<file path="src/ptp_adj_pkg.sv">
// Constants, register map and carrier types for the time clock adjust block.
// Assumes a single 200 MHz core clock and a 10 ns reference tick derived from it.
package ptp_adj_pkg;

    localparam int ADDR_W = 12;
    localparam int DATA_W = 32;

    // Register byte offsets.
    localparam logic [ADDR_W-1:0] TEMP_RATE_TRIM_OFS = 12'h120;
    localparam logic [ADDR_W-1:0] TEMP_RATE_CYCLES_OFS = 12'h124;
    localparam logic [ADDR_W-1:0] CLOCK_STEP_OFS = 12'h128;
    localparam logic [ADDR_W-1:0] TARGET_A_SECONDS_OFS = 12'h12c;
    localparam logic [ADDR_W-1:0] TARGET_A_NANOSECONDS_OFS = 12'h130;
    localparam logic [ADDR_W-1:0] TARGET_B_SECONDS_OFS = 12'h13c;
    localparam logic [ADDR_W-1:0] TARGET_B_NANOSECONDS_OFS = 12'h140;
    localparam logic [ADDR_W-1:0] TIME_COMMAND_CONTROL_OFS = 12'h180;
    localparam logic [ADDR_W-1:0] ADJUST_STATUS_OFS = 12'h184;
    localparam logic [ADDR_W-1:0] TIME_SECONDS_OFS = 12'h188;
    localparam logic [ADDR_W-1:0] TIME_NANOSECONDS_OFS = 12'h18c;

    // Field layout.
    localparam int DIR_BIT = 31;
    localparam int AMOUNT_W = 30;
    localparam int SEC_STEP_W = 4;
    localparam logic [DATA_W-1:0] DIR_AMOUNT_MASK = 32'hbfffffff;
    localparam logic [DATA_W-1:0] RESET_WORD = 32'h00000000;

    // Command bits (self clearing) and status bits.
    localparam int CMD_STEP_SECONDS = 0;
    localparam int CMD_STEP_NANOSECONDS = 1;
    localparam int CMD_TRIM_START = 2;
    localparam int CMD_TARGET_READ = 3;
    localparam int STAT_TRIM_ACTIVE = 0;
    localparam int STAT_HIT_A = 1;
    localparam int STAT_HIT_B = 2;

    // Timing.
    localparam int REF_PERIOD_NS = 10;
    localparam int CORE_CLK_MHZ = 200;
    localparam int REF_TICK_CYCLES = REF_PERIOD_NS * CORE_CLK_MHZ / 1000;
    localparam logic [AMOUNT_W-1:0] NS_NORMAL = 30'h0000000a;
    localparam logic [AMOUNT_W-1:0] NS_SLOW = 30'h00000009;
    localparam logic [AMOUNT_W-1:0] NS_FAST = 30'h0000000b;
    localparam logic [AMOUNT_W-1:0] NS_PER_SEC = 30'h3b9aca00;

    typedef struct packed {
        logic [31:0] seconds;
        logic [AMOUNT_W-1:0] nanoseconds;
        logic [31:0] subns;
    } ptp_time_t;

    typedef struct packed {
        logic [31:0] target_seconds;
        logic [AMOUNT_W-1:0] target_nanoseconds;
    } target_t;

    typedef struct packed {
        logic [ADDR_W-1:0] addr;
        logic [DATA_W-1:0] wdata;
        logic we;
        logic re;
    } bus_req_t;

    typedef enum logic {TRIM_IDLE, TRIM_RUN} trim_state_t;

endpackage

</file>
<file path="src/ptp_clock_adjust_and_target.sv">
// Time clock with temporary rate trim, one-time step and two compare targets.
// Assumes a register master on the core clock that obeys the one-cycle strobes.
//
// Behaviour
// RULE1 - Each 10 ns reference tick adds 10 ns when no trim carry occurs.
// RULE2 - Trim bit 31 picks direction: 0 gives 9 ns, 1 gives 11 ns.
// RULE3 - While trimming, add 30-bit trim amount to sub-nanoseconds each tick.
// RULE4 - Sub-nanosecond wrap changes that tick's increment by 1 ns in trim direction.
// RULE5 - Trim stays active for the programmed count of reference cycles.
// RULE6 - Count down once per tick; at zero stop trimming and resume normal.
// RULE7 - One-time step applies to seconds or nanoseconds with amount and direction.
// RULE8 - Step bit 31: 0 subtracts, 1 adds.
// RULE9 - Software requests only additive steps for the nanoseconds part.
// RULE10 - Nanosecond step adds the 30-bit amount instead of the usual increment.
// RULE11 - Seconds step uses only the low four bits of the amount.
// RULE12 - A command bit picks seconds or nanoseconds; nanosecond overflow carries.
// RULE13 - Two targets compare with the running clock and flag a match.
// RULE14 - New target applies only after both halves are written.
// RULE15 - Target seconds reads return the snapshot taken by target-read.
// RULE16 - Target-read overwrites pending written target values with the active target.
// RULE17 - Software avoids target-read between writing the two halves.
// RULE18 - Software keeps reload/add mode at zero before writing targets.
// RULE19 - Clock holds 32-bit seconds, 30-bit nanoseconds, 32-bit sub-nanoseconds.
// RULE20 - Target nanoseconds is a 30-bit half paired with the seconds half.
//
// Our own choice: the plain strobed port.
`timescale 1ns/1ps
`default_nettype none

module ptp_clock_adjust_and_target #(
    parameter int TICK_W = 8
) (
    // Clock and reset
    input wire logic i_core_clk,
    input wire logic i_rst_n,
    // Register port
    input wire ptp_adj_pkg::bus_req_t i_bus,
    output logic [ptp_adj_pkg::DATA_W-1:0] o_rdata,
    // Time and events
    output ptp_adj_pkg::ptp_time_t o_time,
    output logic [1:0] o_target_hit,
    output logic o_trim_active
);

    typedef struct packed {
        ptp_adj_pkg::ptp_time_t tm;
        logic [31:0] trim;
        logic [31:0] cycles;
        logic [31:0] step;
        ptp_adj_pkg::target_t [1:0] staged;
        ptp_adj_pkg::target_t [1:0] active;
        logic [1:0] pend_sec;
        logic [1:0] pend_ns;
        logic [1:0] armed;
        logic [1:0] sticky_hit;
        logic [1:0] hit;
        ptp_adj_pkg::trim_state_t trim_st;
        logic [31:0] trim_left;
        logic step_sec_req;
        logic step_ns_req;
        logic [TICK_W-1:0] tick_cnt;
        logic [ptp_adj_pkg::DATA_W-1:0] rdata;
    } state_t;

    typedef struct packed {
        logic [1:0] carry;
        logic [ptp_adj_pkg::AMOUNT_W-1:0] ns;
    } ns_sum_t;

    localparam logic [TICK_W-1:0] TICK_LAST = TICK_W'(ptp_adj_pkg::REF_TICK_CYCLES - 1);

    // Adds an increment and folds up to two whole seconds out of the result.
    function automatic ns_sum_t ns_add(input logic [29:0] ns, input logic [29:0] inc);
        logic [30:0] sum;
        logic [30:0] one_sec;
        ns_sum_t r;
        sum = {1'b0, ns} + {1'b0, inc};
        one_sec = {1'b0, ptp_adj_pkg::NS_PER_SEC};
        if (sum >= (one_sec << 1))
        begin
            r.carry = 2'h2;
            r.ns = 30'(sum - (one_sec << 1));
        end
        else if (sum >= one_sec)
        begin
            r.carry = 2'h1;
            r.ns = 30'(sum - one_sec);
        end
        else
        begin
            r.carry = 2'h0;
            r.ns = sum[29:0];
        end
        return r;
    endfunction

    ////////////////////////////////////////////////////////////////////////////
    // Reset release

    logic rst_meta_n;
    logic rst_sync_n;

    always_ff @(posedge i_core_clk or negedge i_rst_n)
    begin
        if (!i_rst_n)
        begin
            rst_meta_n <= 1'b0;
            rst_sync_n <= 1'b0;
        end
        else
        begin
            rst_meta_n <= 1'b1;
            rst_sync_n <= rst_meta_n;
        end
    end

    ////////////////////////////////////////////////////////////////////////////
    // Next state

    state_t q;
    state_t d;
    logic tick;
    logic sub_carry;
    logic [1:0] sec_carry;
    logic [ptp_adj_pkg::AMOUNT_W-1:0] inc;
    ns_sum_t ns_r;
    always_comb
    begin
        d = q;
        d.hit = 2'h0;
        d.rdata = ptp_adj_pkg::RESET_WORD;
        tick = (q.tick_cnt == TICK_LAST);
        d.tick_cnt = tick ? '0 : TICK_W'(q.tick_cnt + 1'b1);
        sub_carry = 1'b0;
        inc = ptp_adj_pkg::NS_NORMAL; // RULE1
        ns_r = ns_add(q.tm.nanoseconds, inc);
        sec_carry = 2'h0;

        if (tick)
        begin
            if (q.trim_st == ptp_adj_pkg::TRIM_RUN)
            begin
                // RULE3
                {sub_carry, d.tm.subns} = {1'b0, q.tm.subns} + {3'h0, q.trim[29:0]};
                if (sub_carry)
                begin
                    // RULE2 RULE4
                    inc = q.trim[ptp_adj_pkg::DIR_BIT] ? ptp_adj_pkg::NS_FAST
                                                       : ptp_adj_pkg::NS_SLOW;
                end
                d.trim_left = q.trim_left - 32'h1; // RULE5
                if (q.trim_left == 32'h1)
                begin
                    d.trim_st = ptp_adj_pkg::TRIM_IDLE; // RULE6
                end
            end
            if (q.step_ns_req)
            begin
                // Direction is ignored: only addition exists for nanoseconds.
                inc = q.step[29:0]; // RULE10
                d.step_ns_req = 1'b0;
            end
            ns_r = ns_add(q.tm.nanoseconds, inc);
            sec_carry = ns_r.carry;
            d.tm.nanoseconds = ns_r.ns;
            d.tm.seconds = q.tm.seconds + {30'h0, sec_carry}; // RULE12
            if (q.step_sec_req)
            begin
                // RULE7 RULE8 RULE11
                d.tm.seconds = q.step[ptp_adj_pkg::DIR_BIT]
                    ? d.tm.seconds + 32'(q.step[ptp_adj_pkg::SEC_STEP_W-1:0])
                    : d.tm.seconds - 32'(q.step[ptp_adj_pkg::SEC_STEP_W-1:0]);
                d.step_sec_req = 1'b0;
            end
        end

        if (i_bus.we)
        begin
            unique case (i_bus.addr)
                ptp_adj_pkg::TEMP_RATE_TRIM_OFS:
                    d.trim = i_bus.wdata & ptp_adj_pkg::DIR_AMOUNT_MASK;
                ptp_adj_pkg::TEMP_RATE_CYCLES_OFS:
                    d.cycles = i_bus.wdata;
                ptp_adj_pkg::CLOCK_STEP_OFS:
                    d.step = i_bus.wdata & ptp_adj_pkg::DIR_AMOUNT_MASK;
                ptp_adj_pkg::TARGET_A_SECONDS_OFS:
                begin
                    d.staged[0].target_seconds = i_bus.wdata;
                    d.pend_sec[0] = 1'b1;
                end
                ptp_adj_pkg::TARGET_A_NANOSECONDS_OFS:
                begin
                    d.staged[0].target_nanoseconds = i_bus.wdata[29:0]; // RULE20
                    d.pend_ns[0] = 1'b1;
                end
                ptp_adj_pkg::TARGET_B_SECONDS_OFS:
                begin
                    d.staged[1].target_seconds = i_bus.wdata;
                    d.pend_sec[1] = 1'b1;
                end
                ptp_adj_pkg::TARGET_B_NANOSECONDS_OFS:
                begin
                    d.staged[1].target_nanoseconds = i_bus.wdata[29:0]; // RULE20
                    d.pend_ns[1] = 1'b1;
                end
                ptp_adj_pkg::TIME_COMMAND_CONTROL_OFS:
                begin
                    // RULE12
                    if (i_bus.wdata[ptp_adj_pkg::CMD_STEP_SECONDS])
                    begin
                        d.step_sec_req = 1'b1;
                    end
                    if (i_bus.wdata[ptp_adj_pkg::CMD_STEP_NANOSECONDS])
                    begin
                        d.step_ns_req = 1'b1;
                    end
                    if (i_bus.wdata[ptp_adj_pkg::CMD_TRIM_START])
                    begin
                        // A zero count never starts the trim. RULE5
                        d.trim_left = q.cycles;
                        d.trim_st = (q.cycles != 32'h0) ? ptp_adj_pkg::TRIM_RUN
                                                        : ptp_adj_pkg::TRIM_IDLE;
                    end
                    if (i_bus.wdata[ptp_adj_pkg::CMD_TARGET_READ])
                    begin
                        d.staged = q.active; // RULE15 RULE16
                    end
                end
                ptp_adj_pkg::ADJUST_STATUS_OFS:
                begin
                    d.sticky_hit = q.sticky_hit &
                        ~i_bus.wdata[ptp_adj_pkg::STAT_HIT_B:ptp_adj_pkg::STAT_HIT_A];
                end
                default:
                begin
                end
            endcase
        end

        for (int ch = 0; ch < 2; ch++)
        begin
            if (d.pend_sec[ch] && d.pend_ns[ch])
            begin
                d.active[ch] = d.staged[ch]; // RULE14
                d.pend_sec[ch] = 1'b0;
                d.pend_ns[ch] = 1'b0;
                d.armed[ch] = 1'b1;
            end
            else if (q.armed[ch] && {d.tm.seconds, d.tm.nanoseconds} >= q.active[ch])
            begin
                // Equality is rarely hit with 9 to 11 ns steps, so crossing counts.
                d.hit[ch] = 1'b1; // RULE13
                d.armed[ch] = 1'b0;
            end
        end
        // A match in the cycle of its clear keeps the flag set.
        d.sticky_hit = d.sticky_hit | d.hit;

        if (i_bus.re)
        begin
            unique case (i_bus.addr)
                ptp_adj_pkg::TEMP_RATE_TRIM_OFS: d.rdata = q.trim;
                ptp_adj_pkg::TEMP_RATE_CYCLES_OFS: d.rdata = q.cycles;
                ptp_adj_pkg::CLOCK_STEP_OFS: d.rdata = q.step;
                ptp_adj_pkg::TARGET_A_SECONDS_OFS: d.rdata = q.staged[0].target_seconds;
                ptp_adj_pkg::TARGET_A_NANOSECONDS_OFS:
                    d.rdata = {2'h0, q.staged[0].target_nanoseconds};
                ptp_adj_pkg::TARGET_B_SECONDS_OFS: d.rdata = q.staged[1].target_seconds;
                ptp_adj_pkg::TARGET_B_NANOSECONDS_OFS:
                    d.rdata = {2'h0, q.staged[1].target_nanoseconds};
                ptp_adj_pkg::ADJUST_STATUS_OFS:
                    d.rdata = {29'h0, q.sticky_hit, q.trim_st == ptp_adj_pkg::TRIM_RUN};
                ptp_adj_pkg::TIME_SECONDS_OFS: d.rdata = q.tm.seconds;
                ptp_adj_pkg::TIME_NANOSECONDS_OFS: d.rdata = {2'h0, q.tm.nanoseconds};
                default: d.rdata = ptp_adj_pkg::RESET_WORD;
            endcase
        end
    end

    always_ff @(posedge i_core_clk or negedge rst_sync_n)
    begin
        if (!rst_sync_n)
        begin
            q <= '0;
        end
        else
        begin
            q <= d;
        end
    end
    assign o_rdata = q.rdata;
    assign o_time = q.tm; // RULE19
    assign o_target_hit = q.hit;
    assign o_trim_active = (q.trim_st == ptp_adj_pkg::TRIM_RUN);
endmodule

`default_nettype wire

</file>
<file path="config.mk">
export PLATFORM = sky130hd
export DESIGN_NAME = ptp_clock_adjust_and_target
export DESIGN_NICKNAME = d
export VERILOG_FILES = /design/src/ptp_adj_pkg.sv /design/src/ptp_clock_adjust_and_target.sv
export SDC_FILE = /design/constraint.sdc
export NUM_CORES = 1
export LEC_CHECK = 0
export ABC_AREA = 1
export BUFFER_PORTS_ARGS = -buffer_cell sky130_fd_sc_hd__buf_2
export CORE_MARGIN = 2
export CORE_UTILIZATION = 40
export DETAILED_ROUTE_END_ITERATION = 6
export SLEW_MARGIN = 10
export SYNTH_ARGS = -nofsm -noshare
export SYNTH_HDL_FRONTEND = slang
export SYNTH_SLANG_ARGS = --single-unit
</file>
<file path="constraint.sdc">
create_clock -name i_core_clk -period 21.3 [get_ports i_core_clk]
set_input_delay 1.065 -clock i_core_clk [delete_from_list [all_inputs] [get_ports i_core_clk]]
set_output_delay 1.065 -clock i_core_clk [all_outputs]
set_load 0.02 [all_outputs]
</file>
==> metrics.yaml <==
cells_and_area:
  post-route-util_pct: 44.2
  final_cell_mix: "nand2_1 (1274), inv_1 (677), dfrtp_1 (522)"
  area_growth_pct: 9.03
  layout_commonest_cell: "nand2_1"
  fill_cells: 9071
  stdcell_count: 5970
  drive_above_1_share_pct: 9.56
  layout.nets: 5050
clocking:
  cts.sinks: 523
  clockRootBuffer: "clkbuf_16"
  h-tree-depth: 2
  cts_buffer_depth: 3
  clk_latency_ps: 650
  ctsResizeCount: 0
  post-cts-setup-buffer-count: 0
  clkTransAtPathRegs_ps: 60
  cts_made_buffers: 61
  cts_tree: "yes"
  cts_hold_buf: 0
global_route:
  grt-ovfl-total: 0
  grt_pass1_vias: 31300
  track_usage_pct: 30.9
  grt_pass1_wl_mm: 207
  grt_antenna_before_repair: 5
  grt_max_degree: 158
setup_path:
  cp_data_arrival_time_ps: 13570
  cp.required_ps: 21880
  slowest_delay_ps: 510
  regToRegSetupSlack_ps: 8310
  crit_family: "simple AND/OR/NAND/NOR gates"
  crit_type: "flip-flop to flip-flop"
  r2r_start: "o_time[0]"
  cp-end-kind: "flip-flop"
  r2r-end: "q[77]"
  critical_path_buf_inv_count: 5
  crit_path_start_kind: "flip-flop"
  cp_common_cell: "nand3_1"
  crit_path_max_fanout: 35
  reg2reg_depth: 65
  slowest_stage: "o21ai_0"
placement:
  pre_cts_ws_ps: 8600
  finalWeightedCongestion: 1.03
  place_inst: 5861
  hpwl_mm: 108
  io_buffers: 176
route:
  routed-via-count: 33000
  first_iter_violations: 3744
  dr.pass1.iters: 6
  wire_per_inst_um: 23.6
  ant_nets: 0
  drc: 0
  wl_mm: 141
  drt-vias-per-instance: 5.53
die:
  ios: 177
  dieArea_sq_um: 90500
  fp.dieW_um: 301
  initial_core_util_pct: 40.5
  num_rows: 108
  die_h_um: 301
  core_region_area_sq_um: 87000
yosys:
  yosys.area.top_type: "dfrtp_1"
  synth.cell_area_sq_um: 35200
  synth-edff-count: 0
  ys_types: 61
  syn_area_per_cell_sq_um: 7.40
  yosysWarnings: 0
  syn-num-nets: 5042
  ys.flop_type: "dfrtp_1"
  synth.top_cell.area_share_pct: 37.1
  seq_area_frac_synth_pct: 37.1
  async_flop_share_pct: 100
  synth-seq-cells: 523
  synth_area_leaders: "dfrtp_1 (37%), nand2_1 (14%), ha_1 (8.1%), inv_1 (7.2%), o21ai_0 (5.8%)"
  syn_inst: 4761
power:
  clkPwrFrac_pct: 47.3
  p_switching_uw: 619
  cellPowerDensity_nw_per_um2: 60.6
  pwr-share-comb_pct: 8.4
  seq_power_share_pct: 44.2
  p_int_uw: 1710
  total_leakage_power_uw: 0.0198
  switching_share_pct: 26.6
  peakVddDrop_v: 0.0000621
job:
  maxCapViolCount: 0
timing:
  finalSetupTns_ps: 0
  skew_ps: 19.4
  slew_viol_final: 0
  whs_ps: 196
  setup_viol: 0
  rsz0062_at_grt: "false"
  hold_viol: 0
  tightest_slew_ps: 1170
  fin_crit_ps: 12990
  max_freq_mhz: 77.0
  relSlewSlack_pct: 22.0
  fin_ws_ps: 8310
  min_period_over_period_pct: 61.0
run_status:
  outcome: "complete, no violations"
min_path:
  hold_path.class: "input pin to async pin"
how the worst max path moves through the flow:
stage                     slack (ps)  startpoint               to  depth (start not counted)
after CTS                       8500   o_time[0]            q[77]                         65
after floorplan                 5640  rst_sync_n       o_rdata[0]                          0
after global routing            7150   o_time[0]  o_target_hit[0]                         65
final                           8310   o_time[0]            q[77]                         65
after global placement          8660   o_time[0]            q[77]                         66
after detailed placement        8600   o_time[0]            q[77]                         64
routing by layer:
layer  track usage (%)  part of all wire, %  up-vias
met2              46.6                   43     1546
met1              41.5                   42    15600
met5                 0                0.026        -
li1                  -                    -    15500
met4              16.5                  6.1        6
met3              6.66                  9.7      320
flip-flops by register name, summed over array words and instances, names as in the netlist:
| signal | flops |
|---|---|
| q | 392 |
| o_target_hit | 2 |
| o_trim_active | 1 |
| rst_sync_n | 1 |
| o_rdata | 32 |
| o_time | 94 |
| rst_meta_n | 1 |
area by class of cell:
class                      count  area, sq um  share of cell area (%)
timing repair buffer         224         1250                    3.26
multi-input combinational   3263        17900                    46.7
inverter                     696         2620                    6.81
clock inverter                23          304                   0.791
antenna                        1         2.50                 0.00651
clock buffer                  85         1780                    4.63
sequential                   523        13100                    34.1
tap                         1155         1450                    3.76
through the flow:
stage	power, uW	area, sq um
6_report	2330	38400
5_1_grt	2410	38400
4_1_cts	2340	38400
3_5_place_dp	1240	36300
3_3_place_gp	1240	36300
2_1_floorplan	1170	35200
logic make-up after synthesis:
| group | count (synthesis) | synth area share [%] |
|---|---|---|
| AND/OR/NAND/NOR | 1937 | 23.1 |
| AO/OA/AOI/OAI | 977 | 16.5 |
| buffers and inverters | 975 | 12.1 |
| flip-flops | 523 | 37.1 |
| adder cells (fa/ha/maj) | 233 | 8.36 |
| XOR/XNOR | 115 | 2.88 |
| other | 1 | 0.0106 |
power groups by stage:
stage	sequential (uW)	combinational [uW]	clock, uW
after floorplan	1050	124	0
after global placement	1050	194	0
after detailed placement	1050	194	0
after CTS	1030	195	1110
after global routing	1030	219	1160
final	1030	197	1100
worst reg2reg max path: cells and delay by family (launching register included):
family                   cells  cell delay [ps]
AO/OA/AOI/OAI                7             1420
flip-flops                   1              380
AND/OR/NAND/NOR             41             7090
XOR/XNOR                     3              670
adder cells (fa/ha/maj)      9             2770
buffers and inverters        5              550
cell usage after synthesis (all sizes together) (2+ instances only):
library cell	instances
o221a	2
nand2	1314
xor2	84
nor3b	3
nor2	308
nor4	30
fa	4
or2	22
nand3b	5
o221ai	61
o2111ai	6
xnor2	31
o211ai	48
o22ai	46
a2111oi	2
dfrtp	523
nand4	43
a21oi	199
and3	2
clkbuf	93
a211oi	20
buf	186
o21bai	4
a22o	7
inv	695
nand3	159
nor3	49
a21o	10
o21ai	457
ha	229
a21boi	3
a22oi	28
o21a	7
a221oi	44
a31oi	31
(Power assumes the default switching activity.)
